===== src/core/atrb_map.svh =====
/*
 * Register offsets, field positions, reset values and codes of the analog test register group.
 * Assumes it is included by its bare name from the package and the core module.
 */
`ifndef ATRB_MAP_SVH
`define ATRB_MAP_SVH

`define ATRB_ADDR_W          6
`define ATRB_DATA_W          8
`define ATRB_OFS_ROUTING     6'h38
`define ATRB_OFS_DAC1        6'h39
`define ATRB_OFS_DAC2        6'h3A
`define ATRB_OFS_ADC         6'h3B
`define ATRB_OFS_PTEST_A     6'h3C
`define ATRB_OFS_PTEST_B     6'h3D
`define ATRB_OFS_PTEST_C     6'h3E
`define ATRB_OFS_PTEST_D     6'h3F
`define ATRB_PTEST_BASE      6'h3C
`define ATRB_PTEST_CNT       4
`define ATRB_PTEST_IDX_W     2
`define ATRB_RST_ROUTING     8'h00
`define ATRB_RST_DAC         6'h00
`define ATRB_RST_PTEST_A     8'hFF
`define ATRB_RST_PTEST_B     8'h00
`define ATRB_RST_PTEST_C     8'h03
`define ATRB_RST_PTEST_D     8'h00
`define ATRB_DAC_W           6
`define ATRB_ADC_W           4
`define ATRB_SEL_W           4
`define ATRB_SEL_TRISTATE    4'h0
`define ATRB_SEL_DAC         4'h1
`define ATRB_ZERO2           2'h0
`define ATRB_ZERO8           8'h00

`define ATRB_HIT_W           5
`define ATRB_HIT_ROUTING     0
`define ATRB_HIT_DAC1        1
`define ATRB_HIT_DAC2        2
`define ATRB_HIT_ADC         3
`define ATRB_HIT_PTEST       4
`define ATRB_HIT_NONE        5'h00

`endif


===== src/core/atrb_pkg.sv =====
/*
 * Types of the analog test register group.
 * Assumes atrb_map.svh is on the include path.
 */
`include "atrb_map.svh"

package atrb_pkg;

	typedef struct packed {
		logic                      wr_en;
		logic                      rd_en;
		logic [`ATRB_ADDR_W-1:0]   addr;
		logic [`ATRB_DATA_W-1:0]   wdata;
	} atrb_req_type;

	typedef struct packed {
		logic [`ATRB_ADC_W-1:0] i_chan;
		logic [`ATRB_ADC_W-1:0] q_chan;
	} atrb_adc_type;

	typedef struct packed {
		logic [`ATRB_SEL_W-1:0] first_aux_select;
		logic [`ATRB_SEL_W-1:0] second_aux_select;
	} atrb_routing_type;

	typedef enum logic [1:0] {
		ATRB_AUX_TRISTATE = 2'b00,
		ATRB_AUX_DAC      = 2'b01,
		ATRB_AUX_OTHER    = 2'b10
	} atrb_aux_mode_type;

endpackage


===== src/core/atrb_core.sv =====
/*
 * Analog test register group: aux pin routing, two test DAC codes, a live ADC view and
 * four production-test registers, reached by the register port of the host interface.
 * Assumes the host interface decoder delivers one-cycle read/write strobes on ref_clk_in
 * and that the ADC samples arrive asynchronously, so they are synchronised here.
 */
// Functional notes
// bits 5..0 of the first test DAC register are a read/write code driving the first DAC.
// the first DAC output goes to the first aux pin when the first aux select holds 0001.
// bits 5..0 of the second test DAC register are a read/write code driving the second DAC.
// the second DAC output goes to the second aux pin when the second aux select holds 0001.
// bits 7 and 6 of both test DAC registers read as zero and ignore writes.
// bits 7..4 of the ADC view register show the current in-phase ADC sample.
// bits 3..0 of the ADC view register show the current quadrature ADC sample.
// the production-test registers reset to FFh, 00h, 03h and 00h at 3Ch to 3Fh.
// an aux select of 0000 tristates the pin and 0001 routes the matching DAC to it.
// writes to the ADC view register have no effect.
`timescale 1ns/1ps
`include "atrb_map.svh"

module atrb_core (
	input  wire logic                            ref_clk_in,
	input  wire logic                            reset_in,
	input  wire atrb_pkg::atrb_req_type          req_in,
	input  wire atrb_pkg::atrb_adc_type          adc_in,
	output logic      [`ATRB_DATA_W-1:0]         rdata_out,
	output logic                                 rvalid_out,
	output logic      [`ATRB_DAC_W-1:0]          first_dac_code_out,
	output logic      [`ATRB_DAC_W-1:0]          second_dac_code_out,
	output atrb_pkg::atrb_aux_mode_type          first_aux_pin_mode_out,
	output atrb_pkg::atrb_aux_mode_type          second_aux_pin_mode_out,
	output logic      [`ATRB_SEL_W-1:0]          first_aux_select_out,
	output logic      [`ATRB_SEL_W-1:0]          second_aux_select_out
);
	import atrb_pkg::*;

	// aux select value to pin mode; used for both pins
	function automatic atrb_aux_mode_type aux_mode(input logic [`ATRB_SEL_W-1:0] sel);
		atrb_aux_mode_type m;
		case (sel)
			`ATRB_SEL_TRISTATE: m = ATRB_AUX_TRISTATE;
			`ATRB_SEL_DAC:      m = ATRB_AUX_DAC;
			default:            m = ATRB_AUX_OTHER;
		endcase
		return m;
	endfunction

	function automatic logic [`ATRB_DATA_W-1:0] ptest_reset(input int idx);
		logic [`ATRB_DATA_W-1:0] v;
		case (idx)
			0:       v = `ATRB_RST_PTEST_A;
			1:       v = `ATRB_RST_PTEST_B;
			2:       v = `ATRB_RST_PTEST_C;
			default: v = `ATRB_RST_PTEST_D;
		endcase
		return v;
	endfunction

	// one-hot register decode, shared by the write path and the read path
	function automatic logic [`ATRB_HIT_W-1:0] reg_hit(input logic [`ATRB_ADDR_W-1:0] addr);
		logic [`ATRB_HIT_W-1:0] h;
		h = `ATRB_HIT_NONE;
		case (addr)
			`ATRB_OFS_ROUTING: h[`ATRB_HIT_ROUTING] = 1'h1;
			`ATRB_OFS_DAC1:    h[`ATRB_HIT_DAC1]    = 1'h1;
			`ATRB_OFS_DAC2:    h[`ATRB_HIT_DAC2]    = 1'h1;
			`ATRB_OFS_ADC:     h[`ATRB_HIT_ADC]     = 1'h1;
			`ATRB_OFS_PTEST_A,
			`ATRB_OFS_PTEST_B,
			`ATRB_OFS_PTEST_C,
			`ATRB_OFS_PTEST_D: h[`ATRB_HIT_PTEST]   = 1'h1;
			default:           h = `ATRB_HIT_NONE;
		endcase
		return h;
	endfunction

	atrb_routing_type              routing_q,   routing_d;
	logic [`ATRB_DAC_W-1:0]        dac1_q,      dac1_d;
	logic [`ATRB_DAC_W-1:0]        dac2_q,      dac2_d;
	atrb_aux_mode_type             mode1_q,     mode1_d;
	atrb_aux_mode_type             mode2_q,     mode2_d;
	logic [`ATRB_DATA_W-1:0]       ptest_q [`ATRB_PTEST_CNT];
	logic [`ATRB_DATA_W-1:0]       ptest_d [`ATRB_PTEST_CNT];
	atrb_adc_type                  adc_meta_q;
	atrb_adc_type                  adc_sync_q;
	logic [`ATRB_DATA_W-1:0]       rdata_q,     rdata_d;
	logic                          rvalid_q,    rvalid_d;
	logic [`ATRB_HIT_W-1:0]        wr_hit;
	logic [`ATRB_HIT_W-1:0]        rd_hit;
	logic [`ATRB_PTEST_IDX_W-1:0]  ptest_idx;

	assign wr_hit    = req_in.wr_en ? reg_hit(req_in.addr) : `ATRB_HIT_NONE;
	assign rd_hit    = req_in.rd_en ? reg_hit(req_in.addr) : `ATRB_HIT_NONE;
	assign ptest_idx = req_in.addr[`ATRB_PTEST_IDX_W-1:0];

	// aux pin routing register
	always_comb begin
		routing_d = routing_q;
		if (wr_hit[`ATRB_HIT_ROUTING]) begin
			routing_d = req_in.wdata;
		end
	end

	always_ff @(posedge ref_clk_in) begin
		if (reset_in) begin
			routing_q <= `ATRB_RST_ROUTING;
		end else begin
			routing_q <= routing_d;
		end
	end

	// pin modes decoded from the next routing value, so they change with the register
	always_comb begin
		mode1_d = aux_mode(routing_d.first_aux_select);
		mode2_d = aux_mode(routing_d.second_aux_select);
	end

	always_ff @(posedge ref_clk_in) begin
		if (reset_in) begin
			mode1_q <= ATRB_AUX_TRISTATE;
			mode2_q <= ATRB_AUX_TRISTATE;
		end else begin
			mode1_q <= mode1_d;
			mode2_q <= mode2_d;
		end
	end

	// test dac codes; the upper two bits of a write are dropped
	always_comb begin
		dac1_d = dac1_q;
		dac2_d = dac2_q;
		if (wr_hit[`ATRB_HIT_DAC1]) begin
			dac1_d = req_in.wdata[`ATRB_DAC_W-1:0];
		end
		if (wr_hit[`ATRB_HIT_DAC2]) begin
			dac2_d = req_in.wdata[`ATRB_DAC_W-1:0];
		end
	end

	always_ff @(posedge ref_clk_in) begin
		if (reset_in) begin
			dac1_q <= `ATRB_RST_DAC;
			dac2_q <= `ATRB_RST_DAC;
		end else begin
			dac1_q <= dac1_d;
			dac2_q <= dac2_d;
		end
	end

	// production-test registers, plain read/write storage
	always_comb begin
		for (int i = 0; i < `ATRB_PTEST_CNT; i++) begin
			ptest_d[i] = ptest_q[i];
		end
		if (wr_hit[`ATRB_HIT_PTEST]) begin
			ptest_d[ptest_idx] = req_in.wdata;
		end
	end

	genvar g;
	generate
		for (g = 0; g < `ATRB_PTEST_CNT; g++) begin : g_ptest
			always_ff @(posedge ref_clk_in) begin
				if (reset_in) begin
					ptest_q[g] <= ptest_reset(g);
				end else begin
					ptest_q[g] <= ptest_d[g];
				end
			end
		end
	endgenerate

	// read mux, answered one cycle after the strobe; unmapped offsets read zero
	always_comb begin
		rdata_d  = rdata_q;
		rvalid_d = req_in.rd_en;
		if (req_in.rd_en) begin
			rdata_d = `ATRB_ZERO8;
		end
		if (rd_hit[`ATRB_HIT_ROUTING]) begin
			rdata_d = routing_q;
		end
		if (rd_hit[`ATRB_HIT_DAC1]) begin
			rdata_d = {`ATRB_ZERO2, dac1_q};
		end
		if (rd_hit[`ATRB_HIT_DAC2]) begin
			rdata_d = {`ATRB_ZERO2, dac2_q};
		end
		if (rd_hit[`ATRB_HIT_ADC]) begin
			rdata_d = {adc_sync_q.i_chan, adc_sync_q.q_chan};
		end
		if (rd_hit[`ATRB_HIT_PTEST]) begin
			rdata_d = ptest_q[ptest_idx];
		end
	end

	always_ff @(posedge ref_clk_in) begin
		if (reset_in) begin
			rdata_q  <= `ATRB_ZERO8;
			rvalid_q <= 1'b0;
		end else begin
			rdata_q  <= rdata_d;
			rvalid_q <= rvalid_d;
		end
	end

	// adc samples come from the analog side, two flops before use
	// the view holds no state of its own, so a write to it has nothing to load
	always_ff @(posedge ref_clk_in) begin
		if (reset_in) begin
			adc_meta_q <= '0;
			adc_sync_q <= '0;
		end else begin
			adc_meta_q <= adc_in;
			adc_sync_q <= adc_meta_q;
		end
	end

	assign rdata_out               = rdata_q;
	assign rvalid_out              = rvalid_q;
	assign first_dac_code_out      = dac1_q;
	assign second_dac_code_out     = dac2_q;
	assign first_aux_select_out    = routing_q.first_aux_select;
	assign second_aux_select_out   = routing_q.second_aux_select;
	assign first_aux_pin_mode_out  = mode1_q;
	assign second_aux_pin_mode_out = mode2_q;

endmodule


===== config.mk =====
export PLATFORM = sky130hd
export DESIGN_NAME = atrb_core
export DESIGN_NICKNAME = d
export VERILOG_FILES = /design/src/core/atrb_pkg.sv /design/src/core/atrb_core.sv
export VERILOG_INCLUDE_DIRS = /design/src /design/src/core
export SDC_FILE = /design/constraint.sdc
export NUM_CORES = 1
export LEC_CHECK = 0
export BUFFER_PORTS_ARGS = -buffer_cell sky130_fd_sc_hd__buf_2
export CAP_MARGIN = 30
export CORE_AREA = 10 10 87 89
export CTS_BUF_LIST = sky130_fd_sc_hd__clkbuf_16
export CTS_CLUSTER_SIZE = 40
export DETAILED_ROUTE_END_ITERATION = 8
export DIE_AREA = 0 0 97 99
export PLACE_DENSITY_LB_ADDON = 0.25
export RECOVER_POWER = 50
export SETUP_SLACK_MARGIN = 0.1
export SLEW_MARGIN = 20
export SYNTH_ARGS = -nofsm -noshare
export SYNTH_HDL_FRONTEND = slang
export SYNTH_SLANG_ARGS = --single-unit

===== constraint.sdc =====
create_clock -name ref_clk_in -period 3.21 [get_ports ref_clk_in]
set_input_delay 0 -clock ref_clk_in [delete_from_list [all_inputs] [get_ports ref_clk_in]]
set_output_delay 0 -clock ref_clk_in [all_outputs]
set_load 0.05 [all_outputs]

==> impl_metrics.env <==
export IMPL_status="finished clean"
export IMPL_synth_nets=367
export IMPL_yosys_warnings=0
export IMPL_avgSynthCellArea_sq_um=10.09
export IMPL_synth_mux_area_frac=0.1788
export IMPL_cts_htree_levels=3
export IMPL_fin_nets=428
export IMPL_io_buffers=58
export IMPL_post_dp_cell_area_sq_mm=0.003675
export IMPL_io_pins=59
export IMPL_clockRootBuffer="clkbuf_16"
export IMPL_fin_setup_tns_ns=0
export IMPL_max_freq_ghz=0.6567
export IMPL_fill_cells=468
export IMPL_reg2reg_depth=3
export IMPL_die_height_um=99
export IMPL_cts_path_max_buffers=2
export IMPL_post_route_min_period_ns=1.523
export IMPL_synth_edf_count=0
export IMPL_synth_top_family_by_area="simple AND/OR/NAND/NOR gates"
export IMPL_first_pass_iters=4
export IMPL_min_period_over_period=0.4744
export IMPL_routed_wl_um=9036
export IMPL_yosys_area_top_type_share=0.4711
export IMPL_yosys_area_share_simple=0.2028
export IMPL_dp_hpwl_um=6082
export IMPL_critPathLaunchType="primary input"
export IMPL_required_ns=3.46
export IMPL_synthTopCellsByCount="dfxtp_1 (81), mux2i_1 (57), nand2_1 (44)"
export IMPL_p_leak_nw=1.727
export IMPL_drc=0
export IMPL_die_area_sq_mm=0.009603
export IMPL_diodes=0
export IMPL_ant_nets=0
export IMPL_crit_path_end_kind="flop"
export IMPL_synth_most_common_cell="dfxtp_1"
export IMPL_synth_compound_area_frac=0.09996
export IMPL_place_gp_congestion=0.8540
export IMPL_hold_class="in -> reg"
export IMPL_num_rows=28
export IMPL_powerDensity_mw_per_mm2=529.0
export IMPL_syn_inst=341
export IMPL_grt_overflow=0
export IMPL_synth_area_leader_cell="dfxtp_1"
export IMPL_grt_pass1_vias=2697
export IMPL_crit_type="in -> reg"
export IMPL_cts_buffers=9
export IMPL_die_w_um=97
export IMPL_cap_violations=0
export IMPL_synth_top_flop_cell="dfxtp_1"
export IMPL_synth_area_leaders="dfxtp_1 (47%), mux2i_1 (17%), nor2b_1 (6.0%), nand2_1 (4.8%), nor2_1 (2.3%)"
export IMPL_rsz0062_at_grt="false"
export IMPL_synth_seq_cells=81
export IMPL_clock_latency_ns=0.33
export IMPL_synthArstFlopShare=0
export IMPL_synth_xor_area_share=0
export IMPL_syn_cell_area_sq_mm=0.003442
export IMPL_drv_slew=0
export IMPL_synthDistinctLibCells=36
export IMPL_irDropWorstVdd_mv=0.3528
export IMPL_drt_vias_per_instance=5.755
export IMPL_whs_path_depth=2
export IMPL_setup_viol=0
export IMPL_cts_setup_buffers=0
export IMPL_vias=2774
export IMPL_final_area_sq_mm=0.004074
export IMPL_initial_utilization=0.5883
export IMPL_syn_to_final_growth_pct=18.36
export IMPL_grt_max_degree=48
export IMPL_critPathSlowestCell="buf_2"
export IMPL_crit_chain="buf_2, nand4b_1, mux2i_1"
export IMPL_antenna_found_initial=0
export IMPL_coreArea_sq_mm=0.005851
export IMPL_critPathArrivalTime_ns=1.77
export IMPL_tritoncts="done"
export IMPL_max_slew_margin=0.3659
export IMPL_first_iter_violations=207
export IMPL_cts_clk_slew_worst_paths_ns=0.06
export IMPL_clock_skew_ns=0.006412
export IMPL_crit_fanout=47
export IMPL_synth_seq_area_share=0.4711
export IMPL_drive_above_1_share=0.1229
export IMPL_synth_adder_area_share=0
export IMPL_cts_sinks=81
export IMPL_cpPeakStageDelay_ns=0.71
export IMPL_grt_use_total=0.1794
export IMPL_drt_wirelength_per_cell_um=18.75
export IMPL_grt_pass1_wl_um=14050
export IMPL_timing_hold_violations_final=0
export IMPL_tightest_slew_ns=0.9511
layout make-up:
class                      count  area [sq um]  share of cell area
clock buffer                   9         225.2             0.05528
clock inverter                 7         53.80             0.01321
inverter                       1         3.754           0.0009214
multi-input combinational    233          1649              0.4048
sequential                    81          1622              0.3980
tap                           75         93.84             0.02303
timing repair buffer          76         426.7              0.1047
layer usage:
metal,up-vias,global-route usage,routed length [um]
li1,1340,-,-
met1,1342,0.2180,3957
met2,80,0.2886,4387
met3,12,0.05447,549
met4,0,0.07491,142
met5,-,0,0
power by group:
| part | internal [W] | switching (W) | total (W) |
|---|---|---|---|
| clock network | 0.000587 | 0.000384 | 0.000971 |
| registers | 0.00102 | 0.00000531 | 0.00103 |
| logic | 0.0000595 | 0.0000997 | 0.000159 |
path summary, 6_finish.rpt:
| check | from | end | slack [ns] |
|---|---|---|---|
| max reg2reg | ptest_q[3][6] | rdata_out[6] | 2.06 |
| min reg2reg | adc_meta_q[6] | adc_sync_q[6] | 0.44 |
| max | req_in[9] | ptest_q[2][7] | 1.69 |
| min | reset_in | adc_meta_q[7] | 0.23 |
state kept, by name, indices dropped and copies added, names as in the netlist:
signal / count
ptest_q: 32
adc_meta_q: 8
adc_sync_q: 8
rdata_out: 8
first_dac_code_out: 6
second_dac_code_out: 6
first_aux_select_out: 4
second_aux_select_out: 4
first_aux_pin_mode_out: 2
second_aux_pin_mode_out: 2
rvalid_out: 1
layout by cell type (no fill, tap or decap), drive strengths merged, types with 2 or more instances in the layout:
master	synthesis	routed
nand4	2	2
nand4b	2	2
nor2	21	21
a41o	2	2
nand2b	8	8
o41ai	6	6
inv	0	2
a22o	6	6
or4b	2	2
a221oi	2	2
mux2i	57	57
clkbuf	9	42
dfxtp	81	81
nor3	11	11
a2111oi	6	6
nor2b	33	33
clkinv	1	5
nand2	45	45
dlygate4sd3	0	17
a211oi	9	9
buf	17	26
mux4	2	2
or3	3	3
a31o	7	7
o31ai	2	2
stage by stage:
step	hold WS (ns)	utilization	setup WS [ns]	power [W]	cells
floorplan	0.08292	-	1.940	0.001148	341
global placement	0.2073	0.6281	1.464	0.001187	449
detailed placement	0.2141	0.6281	1.408	0.001190	449
CTS	0.2352	0.7049	1.724	0.002155	482
global route	0.2769	0.6963	1.591	0.002208	482
finish	0.2286	0.6963	1.687	0.002155	482
worst max-delay path: cells and delay by family:
kind / cells / cell delay [ns]
simple gates: 1 / 0.71
buf+inv: 1 / 0.71
mux: 1 / 0.33
timing repair:
action / CTS / global route
gates resized for setup: 0 / 0
endpoints found under the hold margin: 19 / 0
hold buffers: 17 / 0
cells by family after synthesis:
family / Yosys count
AND/OR/NAND/NOR: 133
multiplexers: 59
flip-flops: 81
buffers and inverters: 27
AO/OA/AOI/OAI: 41
No activity file was read; power rests on OpenSTA's default activity.
